[src/smpsq_pkg.sv]
// Shared constants and types of the power-good and fault sequencer
package smpsq_pkg;

  // ==========================================================
  // Clock and timing
  localparam int unsigned CLK_MHZ      = 200;
  localparam int unsigned PG_DELAY_US  = 20;
  localparam int unsigned PG_DELAY_CYC = PG_DELAY_US * CLK_MHZ;
  localparam int unsigned RAMP_MS      = 1;
  localparam int unsigned RAMP_CYC     = RAMP_MS * 1000 * CLK_MHZ;
  localparam int          TMR_W        = 18;

  // ==========================================================
  // Register offsets
  localparam logic [7:0] OFS_STATUS   = 8'h00;
  localparam logic [7:0] OFS_INT_STAT = 8'h04;
  localparam logic [7:0] OFS_INT_MASK = 8'h08;

  // ==========================================================
  // Interrupt bits
  localparam int          INT_W        = 5;
  localparam int          EV_OV        = 0;
  localparam int          EV_UV        = 1;
  localparam int          EV_THERM     = 2;
  localparam int          EV_PGLOST    = 3;
  localparam int          EV_LOCK      = 4;
  localparam logic [4:0]  INT_STAT_RST = 5'h00;
  localparam logic [4:0]  INT_MASK_RST = 5'h00;

  // ==========================================================
  // Status fields
  localparam int ST_OV    = 0;
  localparam int ST_UV    = 2;
  localparam int ST_THERM = 4;
  localparam int ST_PG    = 5;
  localparam int ST_RUN   = 6;
  localparam int ST_LOCK  = 8;
  localparam int ST_POR   = 9;
  localparam int ST_W     = 10;

  // ==========================================================
  // Input bundle width
  localparam int SYNC_W = 15;

  // ==========================================================
  // Channel states
  typedef enum logic [2:0] {
    CH_OFF,
    CH_START,
    CH_PGWAIT,
    CH_RUN,
    CH_STOP,
    CH_CLAMP
  } smpsq_ch_t;

endpackage

[src/smpsq_sync.sv]
// Two-flop synchroniser for a bundle of level inputs
`timescale 1ns/1ps
module smpsq_sync #(
  parameter int W = 1
) (
  // Clock and reset
  input  wire logic         hclk,
  input  wire logic         hresetn,
  // Levels
  input  wire logic [W-1:0] d_in,
  output logic      [W-1:0] q_out
);

  logic [W-1:0] meta_r;
  logic [W-1:0] sync_r;

  always_ff @(posedge hclk or negedge hresetn) begin
    if (!hresetn) begin
      meta_r <= '0;
      sync_r <= '0;
    end else begin
      meta_r <= d_in;
      sync_r <= meta_r;
    end
  end

  assign q_out = sync_r;

endmodule

[src/smpsq_tmr.sv]
// Loadable down-counter with a one-cycle expiry pulse
`timescale 1ns/1ps
module smpsq_tmr
  import smpsq_pkg::*;
(
  // Clock and reset
  input  wire logic             hclk,
  input  wire logic             hresetn,
  // Control
  input  wire logic             load,
  input  wire logic [TMR_W-1:0] load_val,
  output logic                  done
);

  logic [TMR_W-1:0] cnt_r;
  logic             done_r;
  wire              last = (cnt_r == TMR_W'(1));

  always_ff @(posedge hclk or negedge hresetn) begin
    if (!hresetn) begin
      cnt_r  <= '0;
      done_r <= 1'b0;
    end else begin
      done_r <= !load && last;
      if (load) begin
        cnt_r <= load_val;
      end else if (cnt_r != '0) begin
        cnt_r <= cnt_r - TMR_W'(1);
      end
    end
  end

  assign done = done_r;

endmodule

[src/smpsq_top.sv]
// Power-good, fault latch and gate-state sequencer for a dual step-down controller
// Notes on behaviour
// - power-good held low while either enable is low, and in soft-start or soft-stop.
// - power-good released 20 us after soft-start, only while both outputs are good.
// - power-good low when an output drops 15% low or the controller is off.
// - overvoltage pulls power-good low, sets its latch, and drives low-side gate high.
// - overvoltage and undervoltage latches clear only on enable toggle or supply cycle.
// - 30% undervoltage pulls power-good low, sets its latch, starts soft-shutdown.
// - over-temperature sets its latch, power-good low, discharge on, both gates low.
// - thermal restart needs a linear-regulator enable toggle and cooling, or a supply cycle.
// - falling enable or undervoltage latch starts soft-shutdown with forced PWM and ramp down.
// - after soft-shutdown, output near zero, low-side gate high and high-side low.
// - overvoltage stops the controller, slews the target down, stays off until restart.
// - lockout on a falling supply or thermal latch drives both gates low.
// - lockout on a rising supply keeps switching off, discharge on, low-side high.
// - below power-on level switching off, discharge on, low-side high, high-side low.
// - supply above power-on level clears latches, low-side on, soft-start reset.
// - soft-shutdown ramps the target down over 1 ms before the near-zero check.
//
// The placing of the registers and the AHB-Lite slave port are this design's own decisions.
`timescale 1ns/1ps
module smpsq_top
  import smpsq_pkg::*;
#(
  parameter int unsigned RAMP_CYCLES = RAMP_CYC
) (
  // Clock and reset
  input  wire logic        hclk,
  input  wire logic        hresetn,
  // AHB-Lite slave
  input  wire logic        hsel,
  input  wire logic [31:0] haddr,
  input  wire logic [1:0]  htrans,
  input  wire logic        hwrite,
  input  wire logic [2:0]  hsize,
  input  wire logic [31:0] hwdata,
  input  wire logic        hready,
  output logic             hreadyout,
  output logic             hresp,
  output logic      [31:0] hrdata,
  // Enables
  input  wire logic        output1_enable,
  input  wire logic        output2_enable,
  input  wire logic        linear_reg_enable,
  // Supply flags
  input  wire logic        supply_por_ok,
  input  wire logic        supply_lockout,
  // Output comparators, one bit per output
  input  wire logic [1:0]  vout_over,
  input  wire logic [1:0]  vout_under,
  input  wire logic [1:0]  vout_pg_ok,
  input  wire logic [1:0]  vout_near_zero,
  // Temperature flags
  input  wire logic        temp_over,
  input  wire logic        temp_cooled,
  // Power-good open-drain pin
  output logic             power_good_out_o,
  output logic             power_good_out_oe,
  // Gate driver and controller state, one bit per output except the shared discharge_en
  output logic      [1:0]  gate_override,
  output logic      [1:0]  low_side_gate,
  output logic      [1:0]  high_side_gate,
  output logic      [1:0]  switching_en,
  output logic      [1:0]  forced_pwm,
  output logic      [1:0]  error_amp_ramp_up,
  output logic      [1:0]  error_amp_ramp_dn,
  output logic             discharge_en,
  // Interrupt
  output logic             irq
);

  // ==========================================================
  // Input synchronisation
  logic [SYNC_W-1:0] raw_in;
  logic [SYNC_W-1:0] syn;

  assign raw_in = {temp_cooled, temp_over, vout_near_zero, vout_pg_ok, vout_under,
                   vout_over, supply_lockout, supply_por_ok, linear_reg_enable,
                   output2_enable, output1_enable};

  smpsq_sync #(.W(SYNC_W)) u_sync (
    .hclk    (hclk),
    .hresetn (hresetn),
    .d_in    (raw_in),
    .q_out   (syn)
  );

  wire [1:0] en       = syn[1:0];
  wire       ldo_en   = syn[2];
  wire       por_ok   = syn[3];
  wire       lockout  = syn[4];
  wire [1:0] ov_in    = syn[6:5];
  wire [1:0] uv_in    = syn[8:7];
  wire [1:0] pg_in    = syn[10:9];
  wire [1:0] nz_in    = syn[12:11];
  wire       hot_in   = syn[13];
  wire       cool_in  = syn[14];

  // ==========================================================
  // Edge history and supply tracking
  logic [1:0] en_d_r;
  logic       ldo_d_r;
  logic       lock_d_r;
  logic       was_good_r;
  logic       ldo_tog_r;

  wire en_toggle  = |(en ^ en_d_r);
  wire ldo_toggle = ldo_en ^ ldo_d_r;
  wire lock_rise  = lockout && !lock_d_r;

  always_ff @(posedge hclk or negedge hresetn) begin
    if (!hresetn) begin
      en_d_r     <= 2'h0;
      ldo_d_r    <= 1'b0;
      lock_d_r   <= 1'b0;
      was_good_r <= 1'b0;
    end else begin
      en_d_r   <= en;
      ldo_d_r  <= ldo_en;
      lock_d_r <= lockout;
      if (!por_ok) begin
        was_good_r <= 1'b0;
      end else if (!lockout) begin
        was_good_r <= 1'b1;
      end
    end
  end

  // ==========================================================
  // Fault latches
  logic [1:0] ov_l_r;
  logic [1:0] uv_l_r;
  logic       th_l_r;
  logic [1:0] ov_set;
  logic [1:0] uv_set;
  logic       th_set;
  logic [1:0] ch_active;

  assign ov_set = ov_in & {2{por_ok && !lockout}} & ~ov_l_r;
  assign uv_set = uv_in & ch_active & ~uv_l_r;
  assign th_set = hot_in && por_ok && !th_l_r;

  always_ff @(posedge hclk or negedge hresetn) begin
    if (!hresetn) begin
      ov_l_r    <= 2'h0;
      uv_l_r    <= 2'h0;
      th_l_r    <= 1'b0;
      ldo_tog_r <= 1'b0;
    end else if (!por_ok) begin
      ov_l_r    <= 2'h0;
      uv_l_r    <= 2'h0;
      th_l_r    <= 1'b0;
      ldo_tog_r <= 1'b0;
    end else begin
      // enable toggle clears, a new fault wins
      ov_l_r <= (en_toggle ? 2'h0 : ov_l_r) | ov_set;
      uv_l_r <= (en_toggle ? 2'h0 : uv_l_r) | uv_set;
      // thermal restart after toggle and cooling
      if (th_set) begin
        th_l_r    <= 1'b1;
        ldo_tog_r <= 1'b0;
      end else if (th_l_r && ldo_tog_r && cool_in) begin
        th_l_r    <= 1'b0;
        ldo_tog_r <= 1'b0;
      end else if (th_l_r && ldo_toggle) begin
        ldo_tog_r <= 1'b1;
      end
    end
  end

  // ==========================================================
  // Channel sequencers
  wire run_ok       = por_ok && !lockout && !th_l_r;
  wire lock_falling = lockout && was_good_r;
  wire lock_rising  = lockout && !was_good_r;

  smpsq_ch_t        st_r   [2];
  smpsq_ch_t        st_nxt [2];
  logic [1:0]       t_load;
  logic [1:0]       t_done;
  logic [TMR_W-1:0] t_val  [2];
  logic [1:0]       ch_run;
  logic [1:0]       ch_off;
  logic [1:0]       ch_stop;
  logic [1:0]       ch_start;

  genvar gi;
  generate
    for (gi = 0; gi < 2; gi++) begin : g_ch
      smpsq_tmr u_tmr (
        .hclk     (hclk),
        .hresetn  (hresetn),
        .load     (t_load[gi]),
        .load_val (t_val[gi]),
        .done     (t_done[gi])
      );

      always_comb begin
        st_nxt[gi] = st_r[gi];
        t_load[gi] = 1'b0;
        t_val[gi]  = TMR_W'(RAMP_CYCLES);
        // overvoltage or lost supply stops at once
        if (!run_ok || ov_l_r[gi]) begin
          st_nxt[gi] = CH_OFF;
        end else begin
          case (st_r[gi])
            CH_OFF: begin
              if (en[gi] && !uv_l_r[gi]) begin
                st_nxt[gi] = CH_START;
                t_load[gi] = 1'b1;
              end
            end
            CH_START, CH_PGWAIT, CH_RUN: begin
              // falling enable or undervoltage starts soft-stop
              if (!en[gi] || uv_l_r[gi]) begin
                st_nxt[gi] = CH_STOP;
                t_load[gi] = 1'b1;
              end else if (st_r[gi] == CH_START && t_done[gi]) begin
                st_nxt[gi] = CH_PGWAIT;
                t_load[gi] = 1'b1;
                t_val[gi]  = TMR_W'(PG_DELAY_CYC);
              end else if (st_r[gi] == CH_PGWAIT && t_done[gi]) begin
                st_nxt[gi] = CH_RUN;
              end
            end
            CH_STOP: begin
              // ramp down for the full period
              if (t_done[gi]) begin
                st_nxt[gi] = CH_CLAMP;
              end
            end
            CH_CLAMP: begin
              // done once output is near zero
              if (nz_in[gi]) begin
                st_nxt[gi] = CH_OFF;
              end
            end
            default: begin
              st_nxt[gi] = CH_OFF;
            end
          endcase
        end
      end

      always_ff @(posedge hclk or negedge hresetn) begin
        if (!hresetn) begin
          st_r[gi] <= CH_OFF;
        end else begin
          st_r[gi] <= st_nxt[gi];
        end
      end

      assign ch_run[gi]    = (st_r[gi] == CH_RUN);
      assign ch_off[gi]    = (st_r[gi] == CH_OFF);
      assign ch_stop[gi]   = (st_r[gi] == CH_STOP) || (st_r[gi] == CH_CLAMP);
      assign ch_start[gi]  = (st_r[gi] == CH_START);
      assign ch_active[gi] = (st_r[gi] == CH_PGWAIT) || ch_run[gi];
    end
  endgenerate

  // ==========================================================
  // Gate and controller decisions
  logic [1:0] clamp;
  logic [1:0] both_low;
  logic [1:0] ovr_nxt;
  logic [1:0] dl_nxt;
  logic [1:0] sw_nxt;

  // below power-on, rising lockout, overvoltage clamp, stopped
  assign clamp    = {2{!por_ok || lock_rising}} | ov_l_r | ch_off;
  // falling lockout or thermal latch, both gates low
  assign both_low = {2{por_ok && (lock_falling || th_l_r)}};
  assign ovr_nxt  = clamp | both_low;
  assign dl_nxt   = clamp & ~both_low;
  assign sw_nxt   = ~ch_off & {2{run_ok}} & ~ov_l_r;

  // ==========================================================
  // Power-good decision
  // held low unless both run and both good
  wire pg_release = &ch_run && &en && &pg_in && run_ok && !(|ov_l_r) && !(|uv_l_r)
                    && !(|ov_set) && !(|uv_set) && !th_set;

  // ==========================================================
  // Driven outputs
  always_ff @(posedge hclk or negedge hresetn) begin
    if (!hresetn) begin
      gate_override     <= 2'h3;
      low_side_gate     <= 2'h3;
      high_side_gate    <= 2'h0;
      switching_en      <= 2'h0;
      forced_pwm        <= 2'h0;
      error_amp_ramp_up <= 2'h0;
      error_amp_ramp_dn <= 2'h0;
      discharge_en      <= 1'b1;
      power_good_out_o  <= 1'b0;
      power_good_out_oe <= 1'b1;
    end else begin
      gate_override     <= ovr_nxt;
      low_side_gate     <= dl_nxt;
      high_side_gate    <= 2'h0;
      switching_en      <= sw_nxt;
      forced_pwm        <= ch_stop & sw_nxt;
      error_amp_ramp_up <= ch_start & sw_nxt;
      error_amp_ramp_dn <= ch_stop | ov_l_r;
      discharge_en      <= !por_ok || lockout || th_l_r;
      power_good_out_o  <= 1'b0;
      power_good_out_oe <= !pg_release;
    end
  end

  // ==========================================================
  // Interrupt status and mask
  logic [INT_W-1:0] int_stat_r;
  logic [INT_W-1:0] int_mask_r;
  logic [INT_W-1:0] int_ev;

  assign int_ev[EV_OV]     = |ov_set;
  assign int_ev[EV_UV]     = |uv_set;
  assign int_ev[EV_THERM]  = th_set;
  assign int_ev[EV_PGLOST] = !pg_release && !power_good_out_oe;
  assign int_ev[EV_LOCK]   = lock_rise;

  // ==========================================================
  // AHB-Lite slave
  logic       wr_pend_r;
  logic [7:0] wr_ofs_r;
  logic       irq_r;

  wire        a_valid = hsel && htrans[1] && hready;
  wire [7:0]  a_ofs   = haddr[7:0];
  wire        a_hit   = (haddr[31:8] == 24'h000000);
  wire        wr_stat = wr_pend_r && (wr_ofs_r == OFS_INT_STAT);
  wire        wr_mask = wr_pend_r && (wr_ofs_r == OFS_INT_MASK);

  wire [ST_W-1:0] status_v = {por_ok, lockout, ch_run, !power_good_out_oe, th_l_r,
                              uv_l_r, ov_l_r};

  wire [31:0] rd_status = {{(32 - ST_W){1'b0}}, status_v};
  wire [31:0] rd_stat   = {{(32 - INT_W){1'b0}}, int_stat_r};
  wire [31:0] rd_mask   = {{(32 - INT_W){1'b0}}, int_mask_r};
  wire [31:0] rd_mux    = !a_hit                   ? 32'h00000000 :
                          (a_ofs == OFS_STATUS)    ? rd_status :
                          (a_ofs == OFS_INT_STAT)  ? rd_stat :
                          (a_ofs == OFS_INT_MASK)  ? rd_mask : 32'h00000000;

  wire [INT_W-1:0] stat_clr = wr_stat ? hwdata[INT_W-1:0] : '0;
  wire [INT_W-1:0] stat_nxt = (int_stat_r & ~stat_clr) | int_ev;

  always_ff @(posedge hclk or negedge hresetn) begin
    if (!hresetn) begin
      wr_pend_r <= 1'b0;
      wr_ofs_r  <= 8'h00;
      hrdata    <= 32'h00000000;
      hreadyout <= 1'b0;
      hresp     <= 1'b0;
    end else begin
      hreadyout <= 1'b1;
      hresp     <= 1'b0;
      if (hready) begin
        wr_pend_r <= a_valid && hwrite && a_hit;
        wr_ofs_r  <= a_ofs;
      end
      if (a_valid && !hwrite) begin
        hrdata <= rd_mux;
      end
    end
  end

  always_ff @(posedge hclk or negedge hresetn) begin
    if (!hresetn) begin
      int_stat_r <= INT_STAT_RST;
      int_mask_r <= INT_MASK_RST;
      irq_r      <= 1'b0;
    end else begin
      int_stat_r <= stat_nxt;
      if (wr_mask) begin
        int_mask_r <= hwdata[INT_W-1:0];
      end
      irq_r <= |(int_stat_r & int_mask_r);
    end
  end

  assign irq = irq_r;

endmodule

[config.mk]
export PLATFORM = sky130hd
export DESIGN_NAME = smpsq_top
export DESIGN_NICKNAME = d
export VERILOG_FILES = /design/src/smpsq_pkg.sv /design/src/smpsq_sync.sv /design/src/smpsq_tmr.sv /design/src/smpsq_top.sv
export SDC_FILE = /design/constraint.sdc
export NUM_CORES = 1
export LEC_CHECK = 0
export BUFFER_PORTS_ARGS = -buffer_cell sky130_fd_sc_hd__buf_4
export CAP_MARGIN = 20
export CORE_MARGIN = 4
export CORE_UTILIZATION = 40
export CTS_BUF_LIST = sky130_fd_sc_hd__clkbuf_16
export DETAILED_ROUTE_END_ITERATION = 6
export GPL_ROUTABILITY_DRIVEN = 0
export PLACE_DENSITY = 0.75
export SLEW_MARGIN = 20
export SYNTH_ARGS = -nofsm -noshare
export SYNTH_HDL_FRONTEND = slang
export SYNTH_SLANG_ARGS = --single-unit
[constraint.sdc]
create_clock -name hclk -period 2.6 [get_ports hclk]
set_clock_uncertainty 0.15 [all_clocks]
set_input_delay 0.52 -clock hclk [delete_from_list [all_inputs] [get_ports hclk]]
set_output_delay 0.52 -clock hclk [all_outputs]
set_load 0.02 [all_outputs]
==> reports/results.ini, run 1 <==
[synthesis]
yosys.area_share.xor_xnor_pct=3.91
synth-compound-area-share_pct=11.3
synthArstFlopShare_pct=100
synthMuxAreaShare_pct=2.69
synth_top_cell_area_share_pct=53.3
synth_seq_area_share_pct=56.0
yosys_warnings=0
ys_ff_latch=130
synthCells=540
synth_edf_count=0
yosysMostFrequentCell=dfrtp_1
synthFlopType=dfrtp_1
synth-simple-area-share_pct=19.1
synth_top_cell_by_area=dfrtp_1
synth.area.top_cells=dfrtp_1, buf_4, nor2_1
synth_common_cells=dfrtp_1, nor2_1, nand2_1
synthAdderAreaFrac_pct=0.860
syn_area_per_cell_sq_um=10.8
synthesis.area_sq_um=5820
synth_cell_types=66
synth_top_family_by_area=simple AND/OR/NAND/NOR gates

[global_routing]
grt_pass1_vias=4361
grt_pass1_wl_microns=20600
overflow=0
grt_usage_pct=15.6
grt_max_degree=55
antenna_found_initial=0

[critical_path]
critPathKind=reg -> reg
end_kind=flip-flop
crit_path_max_fanout=6
cp.required_ps=2750
cp_data_arrival_time_ps=2520
cp-start-kind=flip-flop

[finish]
final_nets=735
fin_util_pct=51.7
drive_gt1_share_pct=24.9
antenna_cells=0
syn_to_final_growth_pct=24.7
nFillCells=1203

[job]
max-cap-violations=0

[timing]
rsz0062_at_grt=false
fin_tns_setup_ps=0
post-route-period-util_pct=91.2
layout_min_cycle_time_ps=2370
worstMarginPinSlew_ps=642
fmax_mhz=422
finalHoldViolations=0
relSlewSlack_pct=57.0
slew_violations=0
setup_viol=0

[detailed_routing]
drt_pass1_iterations=4
final_antenna_net_count=0
wl_per_cell_microns=15.1
drc=0
num_vias=4306
drt_iter0_markers=336
routed_via_density=5.16
wl_microns=12600

[outcome]
status=complete, no violations

[floorplanning]
core-area_sq_um=14000
ios=141
initial_core_util_pct=41.5
rows=43
dieArea_sq_um=16500
die_h_microns=129
die_w_microns=129

[cts]
clk_pin_slew_ps=60
clock_sinks=130
clock_path_buffers=2
cts_tree=done
cts_root_buf=clkbuf_16
numCtsBuffers=17
htreeDepth=4
cts_resized=0
clkLatencyLatePin_ps=420

[min_path]
worstHoldPathType=in -> reg

[placement]
dp_hpwl_microns=9190
io_buffers=83

[power_and_ir_drop]
powerDensity_nw_per_um2=798
cellLeakagePower_uw=0.00326
peakVddDrop_mv=0.475

-- critical path, cell delays in order (launching register included) --
cell and delay (ps):
dfrtp_1 400, or3b_1 530, nor3_4 270, nand2_2 90
or4_4 550, a22o_1 250
-- cell usage in the layout, fill, tap and decap left out, types with 7 or more instances in the layout --
cell type	instances
dfrtp_1	124
buf_4	100
nor2_1	49
nand2_1	42
conb_1	27
a21oi_1	26
inv_1	19
nor4_1	17
xnor2_1	17
clkbuf_16	17
nor3_1	15
nand2b_1	13
o31ai_1	13
o21ai_0	13
mux2_2	13
xor2_1	9
or3_1	9
a22oi_1	9
nand3_1	9
nand3b_1	7
-- final cells by class --
type | count | area, sq um | area share (%)
inverters | 18 | 67.6 | 0.931
well taps | 180 | 225 | 3.10
multi-input cells | 373 | 2300 | 31.8
clock inverters | 15 | 193 | 2.66
clock buffers | 17 | 425 | 5.86
repair buffers | 102 | 781 | 10.8
flip-flops and latches | 130 | 3260 | 44.9
-- state kept, by name (all words and copies together), names as in the netlist, 5 cells and up --
signal / cells
hrdata: 10
wr_ofs_r: 8
st_r: 6
int_stat_r: 5
u_sync.meta_r: 15
int_mask_r: 5
g_ch.u_tmr.cnt_r: 36
u_sync.q_out: 15
-- per-layer routing --
layer  share of wire (%)  routed length, microns  up-vias  global-route usage (%)
li1                    -                       -     2068                       -
met1                  41                    5220     2079                    19.0
met2                  49                    6190      142                    27.0
met3                 8.1                    1030       17                    3.32
met4                 1.4                     180        0                    6.30
met5                   0                       0        -                       0
-- report_power, final --
part | total, uW | switching [uW] | internal (uW)
Clock | 2460 | 862 | 1600
Combinational | 860 | 444 | 416
Sequential | 2470 | 222 | 2250
-- logic make-up after synthesis --
kind of cell	after synthesis
mux	14
flops	130
simple gates	204
fa+ha+maj	4
compound gates	98
other cells	2
xor+xnor	26
buf+inv	62
-- timing repair --
item                      4_1_cts  5_1_grt
setup buffers                   0        0
hold buffers                    1        0
hold endpoints to repair       18        0
-- through the flow --
step                total power [uW]  instance area, sq um  worst slack (ps)  hold WS [ps]  cells
global route                    6070                  7260               139          50.4    835
CTS                             5830                  7260               211          50.9    835
finish                          5790                  7260               230          58.3    835
global placement                3300                  6630               306           187    802
floorplan                       3060                  5920               311          74.4    565
detailed placement              3360                  6630               227           185    802
-- worst paths after layout --
| path | from | cells after the start | end | slack (ps) |
|---|---|---|---|---|
| hold reg to reg | u_sync.meta_r[0] | 0 | u_sync.q_out[0] | 190 |
| setup / recovery | u_sync.q_out[4] | 5 | int_stat_r[3] | 230 |
| max in group asynchronous | hresetn | 3 | hrdata[1] | 1080 |
| setup reg to reg | u_sync.q_out[4] | 5 | int_stat_r[3] | 230 |
| hold / removal | temp_over | 1 | u_sync.meta_r[13] | 60 |
| min in group asynchronous | hresetn | 2 | u_sync.meta_r[3] | 510 |
No activity file was read; power rests on OpenSTA's default activity.
==> inputs of run 2 (changes only) <==
Settings changed: PLACE_DENSITY 0.75 to 0.74, SYNTH_HIERARCHICAL from default to 1.
==> run 2 against run 1 <==
Compared with the run above: sequential share of layout area fell by 3.7 points; worst hold slack improved by 2.8 ps; sequential power up 4%; utilization grew 0.39 points; combinational power up 3.7%; clock power down 12%.
==> reports/results.ini, run 2 <==
[outcome]
status=complete, no violations

[cts]
cts_tree=done
htreeDepth=4
numCtsBuffers=17
clk_pin_slew_ps=50
clock_sinks=130
cts_root_buf=clkbuf_16
clkLatencyLatePin_ps=410
clock_path_buffers=2

[power_and_ir_drop]
peakVddDrop_mv=0.454
cellLeakagePower_uw=0.00352
powerDensity_nw_per_um2=711

[global_routing]
grt_usage_pct=15.7
grt_pass1_vias=4512
antenna_found_initial=0
grt_max_degree=53
grt_pass1_wl_microns=22300
overflow=0

[critical_path]
cp.required_ps=2750
cp_data_arrival_time_ps=2690
cp-start-kind=flip-flop
end_kind=flip-flop
r2r_cells=4
rr_startpoint=u_sync/q_out[4]
critPathKind=reg -> reg
crit_start=u_sync/q_out[4]
crit_path_max_fanout=6

[timing]
relSlewSlack_pct=56.7
worstMarginPinSlew_ps=640
post-route-period-util_pct=97.6
setup_viol=0
fmax_mhz=394
slew_violations=0
fin_ws_ps=62.8
layout_min_cycle_time_ps=2540
finalHoldViolations=0
timing.hold.ws_ps=61.1

[synthesis]
synth_top_cell_by_area=dfrtp_1
yosys_warnings=6
synth_top_cell_area_share_pct=49.9
synth_seq_area_share_pct=52.4
synth_cell_types=66
synthesis.area_sq_um=6220
synth.area.top_cells=dfrtp_1, buf_4, a21oi_1
synth_common_cells=dfrtp_1, nor2_1, nand2_1
synthArstFlopShare_pct=100
synthCells=600
synthFlopType=dfrtp_1
syn_area_per_cell_sq_um=10.4
yosysMostFrequentCell=dfrtp_1
ys_ff_latch=130
synth_edf_count=0

[detailed_routing]
num_vias=4744
drc=0
routed_via_density=5.03
drt_iter0_markers=375
wl_microns=13400
wl_per_cell_microns=14.2
final_antenna_net_count=0
drt_pass1_iterations=5

[floorplanning]
dieArea_sq_um=17600
ios=141
initial_core_util_pct=40.9
die_w_microns=133
die_h_microns=133
rows=45
core-area_sq_um=15200

[finish]
final_common_cell=buf_4
final_nets=838
antenna_cells=0
regMostFlops=g_ch.u_tmr/cnt_r
drive_gt1_share_pct=26.0
final_cell_mix=buf_4, dfrtp_1, conb_1
syn_to_final_growth_pct=27.2
fin_util_pct=52.1
largest_reg_flops=36

[min_path]
worstHoldPathType=in -> reg
holdPathStages=1
min_from=vout_near_zero[1]

[placement]
io_buffers=83
dp_hpwl_microns=9530
place_ws_ps=-52.2

[job]
max-cap-violations=0

[run 2: cell count changes after synthesis, sizes merged, moves of 7 or more]
cell,change
a21oi,+9
nor2b,+9
nor4,+9
xnor2,-9
clkbuf,+9
inv,+17
nor3,+14
nor2,-7
[run 2: cells by family (layout without fill, tap and decap cells)]
family | count (synthesis) | after routing | synth area share (%)
fa+ha+maj | 5 | 5 | 1.01
compound gates | 104 | 104 | 11.1
simple gates | 229 | 229 | 21.5
flops | 130 | 130 | 52.4
buf+inv | 90 | 196 | 7.58
xor+xnor | 20 | 20 | 2.81
mux | 20 | 20 | 3.50
other cells | 2 | 51 | 0.121
[run 2: per-layer routing]
metal	vias to the layer above	routed length (microns)	part of all wire [%]	global-route usage [%]
li1	2348	-	-	-
met1	2224	6120	46	21.2
met2	151	6150	46	23.4
met3	21	931	6.9	5.17
met4	0	220	1.6	5.95
met5	-	0	0	0
[run 2: timing repair]
item	in CTS	in global routing
hold buffers	1	0
cloned	0	1
pin swaps	0	2
resized for setup	6	7
hold endpoints to repair	30	0
setup endpoints to repair	5	16
setup buffers	0	7
[run 2: metrics by stage]
step           std cells  area [sq um]  total power (uW)  TNS (ps)
6_report             943          7920              5630         0
5_1_grt              943          7920              5930     -1.97
4_1_cts              935          7840              5670         0
3_5_place_dp         904          7270              3480      -151
3_3_place_gp         904          7270              3440      -177
2_1_floorplan        649          6430              3180         0
[run 2: critical path, cell delays in order, from the launching register on]
cell     delay [ps]
dfrtp_2         450
or4b_1          590
or3b_4          440
or4_4           550
a22o_1          240
[run 2: layout make-up]
class | count | area, sq um
repair buffers | 131 | 1020
inverters | 35 | 131
clock buffers | 17 | 425
clock inverters | 13 | 104
multi-input cells | 429 | 2740
flip-flops and latches | 130 | 3260
fillers | 1334 | 7290
well taps | 188 | 235
[run 2: worst paths after layout]
path	end	slack [ps]
max in group asynchronous	power_good_out_oe	1170
hold reg to reg	u_sync/q_out[1]	200
min in group asynchronous	lock_d_r	460
hold / removal	u_sync/meta_r[12]	60
setup reg to reg	int_stat_r[3]	60
setup / recovery	int_stat_r[3]	60
[run 2: power by group]
| group | internal, uW | switching, uW |
|---|---|---|
| registers | 2280 | 300 |
| clock network | 1360 | 798 |
| logic | 431 | 461 |
